## config.mk

```make
export PLATFORM = sky130hd
export DESIGN_NAME = sensor_link_frame_layer
export DESIGN_NICKNAME = d
export VERILOG_FILES = /design/src/verilog/link_pkg.sv /design/src/verilog/frame_mem_if.sv /design/src/verilog/frame_mem.sv /design/src/verilog/sensor_link_frame_layer.sv
export SDC_FILE = /design/constraint.sdc
export NUM_CORES = 2
export LEC_CHECK = 0
export ABC_AREA = 1
export BUFFER_PORTS_ARGS = -buffer_cell sky130_fd_sc_hd__buf_4
export CORE_MARGIN = 2
export CORE_UTILIZATION = 65
export DETAILED_ROUTE_END_ITERATION = 12
export GPL_TIMING_DRIVEN = 0
export PLACE_DENSITY_LB_ADDON = 0.05
export SLEW_MARGIN = 20
export SYNTH_ARGS = -nofsm -noshare
export SYNTH_HDL_FRONTEND = slang
export SYNTH_HIERARCHICAL = 1
export SYNTH_SLANG_ARGS = --single-unit
```

## constraint.sdc

```tcl
create_clock -name mclk -period 6.35 [get_ports mclk]
set_input_delay 0.635 -clock mclk [delete_from_list [all_inputs] [get_ports mclk]]
set_output_delay 0.635 -clock mclk [all_outputs]
set_load 0.01 [all_outputs]
```

## src/verilog/link_pkg.sv

```systemverilog
package link_pkg;

    // ****************************************
    // Clock and character timing
    // ****************************************
    localparam int CLK_HZ = 200_000_000;
    localparam int BAUD = 19200;
    localparam int OVERSAMPLE = 16;
    localparam int TICK_DIV = CLK_HZ / (BAUD * OVERSAMPLE);
    localparam int DIV_W = 10;
    localparam logic [3:0] SUB_LAST = 4'hF;
    localparam logic [3:0] SUB_HALF = 4'h7;
    localparam logic [2:0] DATA_LAST = 3'h7;
    localparam logic [3:0] TX_BITS_LAST = 4'h9;
    localparam logic [9:0] TX_IDLE = 10'h3FF;

    // ****************************************
    // Link timeouts
    // ****************************************
    localparam int TIMER_W = 28;
    localparam int GAP_MS = 10;
    localparam int REPLY_MS = 500;
    localparam int ID_REPLY_MS = 50;
    localparam int IDLE_MS = 1000;
    localparam int GAP_CYCLES = CLK_HZ / 1000 * GAP_MS;
    localparam int REPLY_CYCLES = CLK_HZ / 1000 * REPLY_MS;
    localparam int ID_REPLY_CYCLES = CLK_HZ / 1000 * ID_REPLY_MS;
    localparam int IDLE_CYCLES = CLK_HZ / 1000 * IDLE_MS;

    // ****************************************
    // Frame layout and codes
    // ****************************************
    localparam logic [7:0] BYTE_START = 8'h5A;
    localparam logic [7:0] FRAME_MIN = 8'h04;
    localparam logic [7:0] FRAME_MAX = 8'h80;
    localparam logic [7:0] FRAME_OVERHEAD = 8'h03;
    localparam logic [7:0] REPLY_OVERHEAD = 8'h04;
    localparam logic [6:0] REPLY_DATA_MAX = 7'h7C;
    localparam logic [7:0] IDX_LEN = 8'h01;
    localparam logic [7:0] IDX_CODE = 8'h02;
    localparam logic [7:0] IDX_PAYLOAD = 8'h02;
    localparam logic [7:0] IDX_DATA = 8'h03;
    localparam logic [7:0] CMD_SLEEP = 8'h00;
    localparam logic [7:0] CMD_ID = 8'h01;
    localparam logic [7:0] CODE_ACK = 8'h06;
    localparam logic [7:0] CODE_NAK = 8'h15;
    localparam int MEM_DEPTH = 128;
    localparam int ADDR_W = 7;

    typedef enum logic [3:0] {
        LINK_SLEEP = 4'h1,
        LINK_LISTEN = 4'h2,
        LINK_WAIT = 4'h4,
        LINK_SEND = 4'h8
    } link_state_t;

    typedef enum logic [3:0] {
        RX_IDLE = 4'h1,
        RX_START = 4'h2,
        RX_DATA = 4'h4,
        RX_STOP = 4'h8
    } rx_state_t;

    typedef enum logic [2:0] {
        PARSE_HUNT = 3'h1,
        PARSE_LENGTH = 3'h2,
        PARSE_BODY = 3'h4
    } parse_state_t;

endpackage

```

## src/verilog/frame_mem_if.sv

```systemverilog
`timescale 1ns/1ps
`default_nettype none

interface frame_mem_if;
    logic wr_en;
    logic [6:0] wr_addr;
    logic [7:0] wr_data;
    logic [6:0] rd_addr;
    logic [7:0] rd_data;

    modport owner (output wr_en, output wr_addr, output wr_data, output rd_addr,
        input rd_data);
    modport store (input wr_en, input wr_addr, input wr_data, input rd_addr,
        output rd_data);
endinterface

`default_nettype wire

```

## src/verilog/frame_mem.sv

```systemverilog
`timescale 1ns/1ps
`default_nettype none

module frame_mem (
    input wire logic mclk,
    frame_mem_if.store bus
);
    logic [7:0] cells [link_pkg::MEM_DEPTH];

    // Read data is registered so the user sees it one cycle after the address
    always_ff @(posedge mclk) begin
        if (bus.wr_en) begin
            cells[bus.wr_addr] <= bus.wr_data;
        end
        bus.rd_data <= cells[bus.rd_addr];
    end
endmodule

`default_nettype wire

```

## src/verilog/sensor_link_frame_layer.sv

```systemverilog
`timescale 1ns/1ps
`default_nettype none

// Notes on behaviour
// - 19200 baud, 8 data, 1 stop, no parity
// - Data bits go out LSB first
// - Transmit line rests high when idle
// - Master starts; device replies only to valid frames
// - Falling edge of shared reset gives event
// - Shared reset only pulled low, open-drain
// - Receive falling edge wakes the device
// - Frame: start, length, payload, checksum
// - Frame at most 128 bytes
// - Start byte is 5A hex
// - Length counts every byte of frame
// - Checksum is XOR of earlier bytes
// - Inter-byte gap at most 10 ms
// - Reply begins within 500 ms
// - Bad or partial frame: drop silently
// - Identification query answered within 50 ms
// - Idle over 1000 ms returns to sleep
// - Sleep command zero: acknowledge, then sleep
// - Reply payload starts with ACK or NAK
module sensor_link_frame_layer #(
    parameter int TICK_DIV = link_pkg::TICK_DIV,
    parameter int GAP_CYCLES = link_pkg::GAP_CYCLES,
    parameter int REPLY_CYCLES = link_pkg::REPLY_CYCLES,
    parameter int ID_REPLY_CYCLES = link_pkg::ID_REPLY_CYCLES,
    parameter int IDLE_CYCLES = link_pkg::IDLE_CYCLES
) (
    input wire logic mclk,
    input wire logic reset,
    input wire logic rx_line,
    output logic tx_line,
    input wire logic rst_line_in,
    output logic rst_line_out,
    output logic rst_line_oe,
    input wire logic rst_pull_request,
    output logic zero_event,
    output logic break_seen,
    output logic asleep,
    output logic cmd_valid,
    output logic [6:0] cmd_len,
    input wire logic [6:0] cmd_addr,
    output logic [7:0] cmd_data,
    input wire logic reply_start,
    input wire logic reply_ack,
    input wire logic [6:0] reply_len,
    input wire logic reply_valid,
    input wire logic [7:0] reply_data,
    output logic reply_ready
);
    localparam int TW = link_pkg::TIMER_W;

    // ****************************************
    // Receive character engine
    // ****************************************
    logic [link_pkg::DIV_W-1:0] rx_div;
    link_pkg::rx_state_t rx_st;
    logic [3:0] rx_sub;
    logic [2:0] rx_bit;
    logic [7:0] rx_shift;
    logic rx_armed;
    logic rx_prev;
    logic byte_valid;
    logic [7:0] byte_data;

    wire rx_tick = rx_div == link_pkg::DIV_W'(TICK_DIV - 1);
    wire rx_sub_end = rx_sub == link_pkg::SUB_LAST;
    wire rx_fall = rx_prev && !rx_line;

    always_ff @(posedge mclk) begin
        if (reset || rx_tick) begin
            rx_div <= '0;
        end else begin
            rx_div <= rx_div + 1'b1;
        end
    end

    always_ff @(posedge mclk) begin
        if (reset) begin
            rx_prev <= 1'b1;
        end else begin
            rx_prev <= rx_line;
        end
    end

    // A break keeps the line low past its stop bit; rearming only after a
    // high level stops the tail of a break being decoded as a stray byte.
    always_ff @(posedge mclk) begin
        byte_valid <= 1'b0;
        break_seen <= 1'b0;
        if (reset) begin
            rx_st <= link_pkg::RX_IDLE;
            rx_sub <= '0;
            rx_bit <= '0;
            rx_shift <= '0;
            rx_armed <= 1'b0;
            byte_data <= '0;
        end else if (rx_tick) begin
            case (rx_st)
                link_pkg::RX_IDLE: begin
                    rx_sub <= '0;
                    if (rx_line) begin
                        rx_armed <= 1'b1;
                    end else if (rx_armed) begin
                        rx_st <= link_pkg::RX_START;
                    end
                end
                link_pkg::RX_START: begin
                    if (rx_line) begin
                        rx_st <= link_pkg::RX_IDLE;
                    end else if (rx_sub == link_pkg::SUB_HALF) begin
                        rx_st <= link_pkg::RX_DATA;
                        rx_sub <= '0;
                        rx_bit <= '0;
                    end else begin
                        rx_sub <= rx_sub + 1'b1;
                    end
                end
                link_pkg::RX_DATA: begin
                    rx_sub <= rx_sub + 1'b1;
                    if (rx_sub_end) begin
                        rx_shift <= {rx_line, rx_shift[7:1]};
                        rx_bit <= rx_bit + 1'b1;
                        if (rx_bit == link_pkg::DATA_LAST) begin
                            rx_st <= link_pkg::RX_STOP;
                        end
                    end
                end
                link_pkg::RX_STOP: begin
                    rx_sub <= rx_sub + 1'b1;
                    if (rx_sub_end) begin
                        rx_st <= link_pkg::RX_IDLE;
                        rx_armed <= 1'b0;
                        byte_valid <= rx_line;
                        byte_data <= rx_shift;
                        break_seen <= !rx_line && rx_shift == '0;
                    end
                end
                default: begin
                    rx_st <= link_pkg::RX_IDLE;
                end
            endcase
        end
    end

    // ****************************************
    // Link state and frame parser
    // ****************************************
    link_pkg::link_state_t link;
    link_pkg::parse_state_t p_st;
    logic [7:0] p_idx;
    logic [7:0] p_len;
    logic [7:0] p_xor;
    logic [7:0] p_first;
    logic [TW-1:0] gap_cnt;
    logic [TW-1:0] idle_cnt;
    logic [TW-1:0] wait_cnt;
    logic [TW-1:0] wait_limit;
    logic frame_good;

    wire listening = link == link_pkg::LINK_LISTEN;
    wire got_byte = listening && byte_valid;
    wire len_ok = byte_data >= link_pkg::FRAME_MIN && byte_data <= link_pkg::FRAME_MAX;
    wire at_chk = p_idx == p_len - 8'h01;
    wire gap_over = gap_cnt == TW'(GAP_CYCLES);
    wire in_frame = p_st != link_pkg::PARSE_HUNT;
    wire is_sleep_cmd = p_len == link_pkg::FRAME_MIN && p_first == link_pkg::CMD_SLEEP;

    frame_mem_if mem ();

    assign mem.wr_en = got_byte && p_st == link_pkg::PARSE_BODY && !at_chk;
    assign mem.wr_addr = link_pkg::ADDR_W'(p_idx - link_pkg::IDX_PAYLOAD);
    assign mem.wr_data = byte_data;
    assign mem.rd_addr = cmd_addr;
    assign cmd_data = mem.rd_data;

    frame_mem store_i (
        .mclk(mclk),
        .bus(mem)
    );

    // Only bytes heard while listening count; the link is half duplex
    always_ff @(posedge mclk) begin
        frame_good <= 1'b0;
        if (reset || !listening || break_seen || (in_frame && gap_over)) begin
            p_st <= link_pkg::PARSE_HUNT;
        end else if (got_byte) begin
            case (p_st)
                link_pkg::PARSE_HUNT: begin
                    if (byte_data == link_pkg::BYTE_START) begin
                        p_st <= link_pkg::PARSE_LENGTH;
                        p_xor <= byte_data;
                        p_idx <= link_pkg::IDX_LEN;
                    end
                end
                link_pkg::PARSE_LENGTH: begin
                    p_st <= len_ok ? link_pkg::PARSE_BODY : link_pkg::PARSE_HUNT;
                    p_len <= byte_data;
                    p_xor <= p_xor ^ byte_data;
                    p_idx <= link_pkg::IDX_PAYLOAD;
                end
                link_pkg::PARSE_BODY: begin
                    if (at_chk) begin
                        p_st <= link_pkg::PARSE_HUNT;
                        frame_good <= p_xor == byte_data;
                    end else begin
                        if (p_idx == link_pkg::IDX_PAYLOAD) begin
                            p_first <= byte_data;
                        end
                        p_xor <= p_xor ^ byte_data;
                        p_idx <= p_idx + 8'h01;
                    end
                end
                default: begin
                    p_st <= link_pkg::PARSE_HUNT;
                end
            endcase
        end
    end

    always_ff @(posedge mclk) begin
        if (reset || !in_frame || got_byte) begin
            gap_cnt <= '0;
        end else if (!gap_over) begin
            gap_cnt <= gap_cnt + 1'b1;
        end
    end

    // Idle time counts only while the line rests high and no frame is open
    always_ff @(posedge mclk) begin
        if (reset || !listening || !rx_line || in_frame) begin
            idle_cnt <= '0;
        end else begin
            idle_cnt <= idle_cnt + 1'b1;
        end
    end

    // ****************************************
    // Transmit sequencer and character engine
    // ****************************************
    logic [7:0] t_idx;
    logic [7:0] t_total;
    logic [7:0] t_xor;
    logic t_ack;
    logic sleep_after;
    logic tx_busy;
    logic [9:0] tx_sh;
    logic [3:0] tx_bitn;
    logic [3:0] tx_sub;
    logic [link_pkg::DIV_W-1:0] tx_div;

    wire sending = link == link_pkg::LINK_SEND;
    wire data_phase = t_idx >= link_pkg::IDX_DATA && t_idx < t_total - 8'h01;
    wire loaded_all = t_idx == t_total;
    wire tx_load = sending && !tx_busy && !loaded_all && (!data_phase || reply_valid);
    wire send_done = sending && loaded_all && !tx_busy;
    wire tx_tick = tx_div == link_pkg::DIV_W'(TICK_DIV - 1);
    wire [6:0] reply_clamped = reply_len > link_pkg::REPLY_DATA_MAX ?
        link_pkg::REPLY_DATA_MAX : reply_len;
    wire [7:0] code_byte = t_ack ? link_pkg::CODE_ACK : link_pkg::CODE_NAK;
    wire [7:0] tx_byte = t_idx == '0 ? link_pkg::BYTE_START :
        t_idx == link_pkg::IDX_LEN ? t_total :
        t_idx == link_pkg::IDX_CODE ? code_byte :
        data_phase ? reply_data : t_xor;

    assign reply_ready = sending && !tx_busy && data_phase;
    assign tx_line = tx_sh[0];

    always_ff @(posedge mclk) begin
        if (reset || tx_load || tx_tick) begin
            tx_div <= '0;
        end else begin
            tx_div <= tx_div + 1'b1;
        end
    end

    // Shifting in ones means the line is back at mark as soon as a frame ends
    always_ff @(posedge mclk) begin
        if (reset) begin
            tx_busy <= 1'b0;
            tx_sh <= link_pkg::TX_IDLE;
            tx_bitn <= '0;
            tx_sub <= '0;
        end else if (tx_load) begin
            tx_busy <= 1'b1;
            tx_sh <= {1'b1, tx_byte, 1'b0};
            tx_bitn <= '0;
            tx_sub <= '0;
        end else if (tx_busy && tx_tick) begin
            tx_sub <= tx_sub + 1'b1;
            if (tx_sub == link_pkg::SUB_LAST) begin
                tx_sh <= {1'b1, tx_sh[9:1]};
                tx_bitn <= tx_bitn + 1'b1;
                tx_busy <= tx_bitn != link_pkg::TX_BITS_LAST;
            end
        end
    end

    // ****************************************
    // Session control
    // ****************************************
    always_ff @(posedge mclk) begin
        cmd_valid <= 1'b0;
        if (reset) begin
            link <= link_pkg::LINK_SLEEP;
            t_idx <= '0;
            t_total <= '0;
            t_xor <= '0;
            t_ack <= 1'b0;
            sleep_after <= 1'b0;
            wait_cnt <= '0;
            wait_limit <= '0;
            cmd_len <= '0;
        end else begin
            case (link)
                link_pkg::LINK_SLEEP: begin
                    if (rx_fall) begin
                        link <= link_pkg::LINK_LISTEN;
                    end
                end
                link_pkg::LINK_LISTEN: begin
                    t_idx <= '0;
                    t_xor <= '0;
                    wait_cnt <= '0;
                    if (frame_good && is_sleep_cmd) begin
                        link <= link_pkg::LINK_SEND;
                        t_ack <= 1'b1;
                        t_total <= link_pkg::REPLY_OVERHEAD;
                        sleep_after <= 1'b1;
                    end else if (frame_good) begin
                        link <= link_pkg::LINK_WAIT;
                        cmd_valid <= 1'b1;
                        cmd_len <= link_pkg::ADDR_W'(p_len - link_pkg::FRAME_OVERHEAD);
                        sleep_after <= 1'b0;
                        wait_limit <= p_first == link_pkg::CMD_ID ?
                            TW'(ID_REPLY_CYCLES - 1) : TW'(REPLY_CYCLES - 1);
                    end else if (idle_cnt == TW'(IDLE_CYCLES)) begin
                        link <= link_pkg::LINK_SLEEP;
                    end
                end
                link_pkg::LINK_WAIT: begin
                    wait_cnt <= wait_cnt + 1'b1;
                    if (reply_start) begin
                        link <= link_pkg::LINK_SEND;
                        t_ack <= reply_ack;
                        t_total <= {1'b0, reply_clamped} + link_pkg::REPLY_OVERHEAD;
                    end else if (wait_cnt == wait_limit) begin
                        // Silence past the deadline would read as no device
                        link <= link_pkg::LINK_SEND;
                        t_ack <= 1'b0;
                        t_total <= link_pkg::REPLY_OVERHEAD;
                    end
                end
                link_pkg::LINK_SEND: begin
                    if (tx_load) begin
                        t_idx <= t_idx + 8'h01;
                        t_xor <= t_xor ^ tx_byte;
                    end
                    if (send_done) begin
                        link <= sleep_after ? link_pkg::LINK_SLEEP : link_pkg::LINK_LISTEN;
                    end
                end
                default: begin
                    link <= link_pkg::LINK_SLEEP;
                end
            endcase
        end
    end

    assign asleep = link == link_pkg::LINK_SLEEP;

    // ****************************************
    // Shared reset line
    // ****************************************
    logic rst_prev;

    always_ff @(posedge mclk) begin
        if (reset) begin
            rst_prev <= 1'b1;
            zero_event <= 1'b0;
            rst_line_oe <= 1'b0;
        end else begin
            rst_prev <= rst_line_in;
            zero_event <= rst_prev && !rst_line_in;
            rst_line_oe <= rst_pull_request;
        end
    end

    // Never driven high: the master's pull-up owns the high level
    assign rst_line_out = 1'b0;
endmodule

`default_nettype wire

```

; ---- Yosys cells after proc, flatten, opt, wreduce, memory -nomap -nowiden
; Memories as Yosys holds them, arrays and structs flattened. A register that Yosys moved wholly into a read port is not among the register bits.
; Index checks and enable logic that the tools add are counted.
[word_totals]
reg_bits = 258
mem_bits_rw = 1024
out_inout_bits = 23
wordCells = 257
mem_count = 1
[op_classes]
n_addsub = 16
magnitude_cmp = 5
n_eq_ne = 49
n_mux = 68
n_bitwise = 11
reduce_logical = 71
[memory_table]
columns = name, depth, width, read_ports, rd_clocked_by_memory_dff, write_ports, line_no
row1 = store_i.cells, 128, 8, 1, 1, 1, frame_mem.sv:8  ; logic [7:0] cells [link_pkg::MEM_DEPTH];
[op_table]
columns = operator, count
row1 = $mux 8, 13
row2 = $add 28x1->28 const B, 3
row3 = $mux 4, 16
row4 = $pmux 28 s2, 1
row5 = $pmux 8 s2, 3
row6 = $pmux 8 s3, 2
row7 = $pmux 4 s4, 2
row8 = $eq 28x21->1 const B, 1
row9 = $eq 28x28->1, 1
row10 = $eq 28x28->1 const B, 1
row11 = $mux 27, 1
row12 = $mux 9, 3
row13 = $eq 8x8->1, 3
row14 = $logic_not 8->1, 3
row15 = $ne 2x2->1 const B, 11
row16 = $reduce_and 3->1, 7
row17 = $add 10x1->10 const B, 2
row18 = $eq 10x10->1 const B, 2
row19 = $logic_and 1x1->1, 18
row20 = $mux 3, 6
row21 = $add 8x1->8 const B, 2
row22 = $eq 4x4->1 const B, 4
row23 = $eq 8x1->1 const B, 2
row24 = $eq 8x2->1 const B, 2
row25 = other kinds (44), 111

; ---- Depth between registers and ports, before layout
[logic_depth]
depth_word = 10
depth_mapped = 21
mapped_depth_nobuf = 20

; ---- Hierarchy
; The synthesis kept the hierarchy.
[by_module_without_submodules]
columns = module, instances, cells_each, area_per_inst_um2, seq_area_each_um2
row1 = frame_mem, 1, 3575, 42104.1, 30909.6
row2 = sensor_link_frame_layer, 1, 1776, 12552.0, 4984.8

; ---- Worst setup path before layout
; OpenSTA, ideal clock, no wires.
[synth_timing]
kind = register to register
start = register byte_data[6]
end = register p_idx[0] (enable)
setup_time_ps = 364
t_arrival_ps = 3188
required_ps = 5986
slack_ps = 2798
stages_incl_launch_ff = 9
synth_period_minus_slack_ps = 3552
path_cell_list = dfxtp_1 -> inv_1 -> nor4_1 -> nand2_1 -> a21oi_1 -> nand2_1 -> a21oi_1 -> nand2_1 -> inv_1
[synth_via]
elab_chain_len = 3
[synth_lines]
columns = element, line_no
row1 = from (decl), sensor_link_frame_layer.sv:66  ; logic [7:0] byte_data;
row2 = from (signal assigned), sensor_link_frame_layer.sv:137  ; byte_data <= rx_shift;
row3 = $eq 8x7->1, sensor_link_frame_layer.sv:192  ; if (byte_data == link_pkg::BYTE_START) begin
row4 = $ne 2x2->1 (no source line), -
row5 = $reduce_and 5->1 (no source line), -
row6 = to (signal assigned), sensor_link_frame_layer.sv:195  ; p_idx <= link_pkg::IDX_LEN;
row7 = to (signal assigned), sensor_link_frame_layer.sv:202  ; p_idx <= link_pkg::IDX_PAYLOAD;
row8 = to (signal assigned), sensor_link_frame_layer.sv:213  ; p_idx <= p_idx + 8'h01;
row9 = to (decl), sensor_link_frame_layer.sv:153  ; logic [7:0] p_idx;
; No other way between the ends.
; A chain may end at the register's enable or synchronous reset.

; ---- Worst setup path after layout
[layout_timing]
start = register p_len[0]
end = memory store_i.cells[63][7] (enable)
[layout_via]
elab_chain_len = 6
[layout_lines]
columns = element, line_no
row1 = from (decl), sensor_link_frame_layer.sv:154  ; logic [7:0] p_len;
row2 = from (signal assigned), sensor_link_frame_layer.sv:200  ; p_len <= byte_data;
row3 = $sub 8x1->8, sensor_link_frame_layer.sv:166  ; wire at_chk = p_idx == p_len - 8'h01;
row4 = $eq 8x8->1, sensor_link_frame_layer.sv:166
row5 = $logic_not 1->1, sensor_link_frame_layer.sv:173  ; assign mem.wr_en = got_byte && p_st == link_pkg::PARSE_BODY && !at_chk;
row6 = $logic_and 1x1->1, sensor_link_frame_layer.sv:173
row7 = net mem.wr_en, frame_mem_if.sv:5  ; logic wr_en;
row8 = $mux 1, frame_mem.sv:12  ; if (bus.wr_en) begin
row9 = $mux 1 (implied by the code), frame_mem.sv:13  ; cells[bus.wr_addr] <= bus.wr_data;
row10 = to (decl), frame_mem.sv:8
; The timed path passes the listed nets, and every way through them passes these cells.

==> out/results.ini <==
[final_layout]
num-fill-cells = 5850
final_common_cell = nand2_1
syn2layout_area_growth_pct = 11.78
layout-drive-gt1-share_pct = 9.405
nNetsFinal = 5609
final_cell_mix = nand2_1 (1578), edfxtp_1 (1056), nand3_1 (1053)

[place]
hpwl_um = 114300
io_buffers = 45
routabilityCongestion = 0.9895

[timing]
maxSlewViolCount = 0
relSlewSlack_pct = 15.16
rsz0062_at_grt = no
worst_pin_slew_ns = 1.273
fin_tns_setup_ns = 0
timing.final.crit_period_ns = 4.500
max_freq_mhz = 222.2
skew_ns = 0.02259
finalCritPeriodShare_pct = 70.87
fin_hold_ws_ns = 0.1065
setup_viol = 0
hold_violations = 0

[cts]
cts_setup_buffers = 0
cts.htree.levels = 4
clk_pin_slew_ns = 0.06
cts_buffers = 130
cts_tree = yes
hold_buffers = 0
post_cts_resized = 0
clkLatencyLatePin_ns = 0.73
cts_sinks = 1265
clockRootBuffer = clkbuf_16
cts_max_path_buffers = 3

[grt]
use_met1_pct = 49.81
met3_usage_pct = 10.18
grt_pass1_vias = 38693
antenna_found_initial = 3
grt_usage_pct = 37.84
grt_max_degree = 69
grt_pass1_wl_um = 238500
grt_overflow = 0
busiest_layer = met2
grt.met2_usage_pct = 58.12

[critical_path]
path_class = register to register
path_delay_family = simple AND/OR/NAND/NOR gates
cp_max_fo = 10
path_common_cell = nor2_1
cp.required_ns = 6.68
crit_chain = inv_1 > ha_1 > nand2_1 > nor2_1 > xor2_1 > nor2_1 > nand3_1 > nand3_1 > inv_1 > clkbuf_1 > nand2_1 > clkbuf_1 > nor2_1
cpPeakStageDelay_ns = 1.04
timing.critical_path.buf_inv = 4
cp.arrival_ns = 4.83
crit_path_top_delay_cell = nor2_1
worstSetupEndpointType = register
startpoint_type = register

[logic_synthesis]
yosys_register_bits = 1265
ys_types = 53
synthCells = 5351
synth_warnings = 6
netlist_area_um2 = 54660
synth_nets = 5416
ys_seq_area_share_pct = 65.67
postSynthAreaPerCell_um2 = 10.21

[drt]
vias_per_cell = 6.196
routedWlPerCell_um = 24.38
num_vias = 41690
drc = 0
routed_wl_um = 164000
detail_route.first_pass.iterations = 6
drtIter0Drc = 5688
ant_nets = 0

[floorplan]
die_w_um = 294.0
core_area_um2 = 83420
io_pins = 53
dieArea_um2 = 86420
initial_core_util_pct = 65.52
fp.dieH_um = 294.0
rows = 106

[run]
maxCapViolCount = 0

[hold_path]
worstHoldPathType = input pin to register

[pwr]
power_leakage_nw = 22.17
vdd_drop_max_mv = 0.2673
p_per_area_nw_per_um2 = 288.0

[run_status]
status = finished, final reports clean

## per-stage QoR
stage / instances / power, W / worst slack (ns) / utilization (%) / area [µm²]
floorplan: 5351 / 0.009688 / 2.798 / - / 54660
global placement: 6476 / 0.01005 / 0.09934 / 67.54 / 56350
detailed placement: 6492 / 0.01006 / 1.981 / 68.07 / 56780
CTS: 6726 / 0.01759 / 1.956 / 73.21 / 61070
global route: 6726 / 0.01801 / 1.755 / 73.23 / 61090
finish: 6728 / 0.01759 / 1.850 / 73.24 / 61090
## area by class of cell
class                   instances  area (µm²)  area share (%)
well taps                    1080        1351           2.212
clock inverters                65       774.5           1.268
flip-flops and latches       1265       35920           58.80
plain buffers                 267        1525           2.496
diodes                          2       5.005        0.008192
clock buffers                 169        3517           5.757
inverters                     296        1119           1.831
repair buffers                 61       725.7           1.188
multi-input cells            3523       16150           26.44
## power breakdown
part / internal (W) / switching, W
clock network: 0.00444 / 0.00322
registers: 0.00888 / 0.0000115
logic: 0.000293 / 0.000754
total: 0.0136 / 0.00398
## Yosys cell counts (all sizes together)
master	count	area [µm²]
o211a	1	10.01
nand3b	6	45.04
inv	294	1111
o211ai	7	52.55
or2	12	75.08
a22oi	1	7.510
clkbuf	52	195.2
nor4b	1	8.760
a311oi	1	8.760
a221oi	3	26.28
and3	1	6.260
a31oi	1	6.260
dfxtp	209	4184
nor4	18	112.6
a211oi	6	45.04
nand4	49	312.8
conb	1	3.750
o221ai	1	8.760
nor2	337	1328
clkinv	2	7.510
ha	35	437.9
xnor2	9	78.83
nor3b	9	77.57
a21oi	149	745.7
nand3	1060	5355
o22ai	2	12.51
o21a	6	45.04
o221a	1	11.26
nor3	80	483.0
buf	215	1320
nand2	1585	5967
xor2	37	324.1
o21ai	100	500.5
o21bai	3	22.52
o311a	1	10.01
edfxtp	1056	31710
## logic make-up (layout without fill, tap and decap cells)
logic type / count (synthesis) / after routing / synth area share (%)
and+or+nand+nor: 3158 / 3158 / 25.20
DFF: 1265 / 1265 / 65.67
buffers and inverters: 563 / 858 / 4.819
AOI/OAI and AO/OA: 283 / 283 / 2.768
xor gates and xnor gates: 46 / 46 / 0.7371
adders and majority gates: 35 / 35 / 0.8012
other: 1 / 3 / 0.006861
## sequential cells by signal, summed over array words and instances (netlist names), 9 cells and up
signal         flops
gap_cnt           28
idle_cnt          28
rx_div            10
store_i/cells   1024
tx_div            10
tx_sh              9
wait_cnt          28
## metal layers
layer,wire length (µm),vias up
met1,59650,19717
met3,21190,491
li1,-,18804
met2,73740,2672
met4,9422,6
met5,33,-
## worst paths after layout
| path | startpoint | endpoint | slack [ns] | depth (start not counted) |
|---|---|---|---|---|
| setup / recovery | p_len[0]$_DFFE_PP_ | store_i/cells[63][7]$_DFFE_PP_ | 1.85 | 13 |
| hold / removal | rst_line_in | rst_prev$_SDFF_PP1_ | 0.11 | 2 |
| setup reg to reg | p_len[0]$_DFFE_PP_ | store_i/cells[63][7]$_DFFE_PP_ | 1.85 | 13 |
| hold reg to reg | rst_prev$_SDFF_PP1_ | zero_event$_SDFF_PP0_ | 0.41 | 2 |
Power figures use the tool's default switching activity.
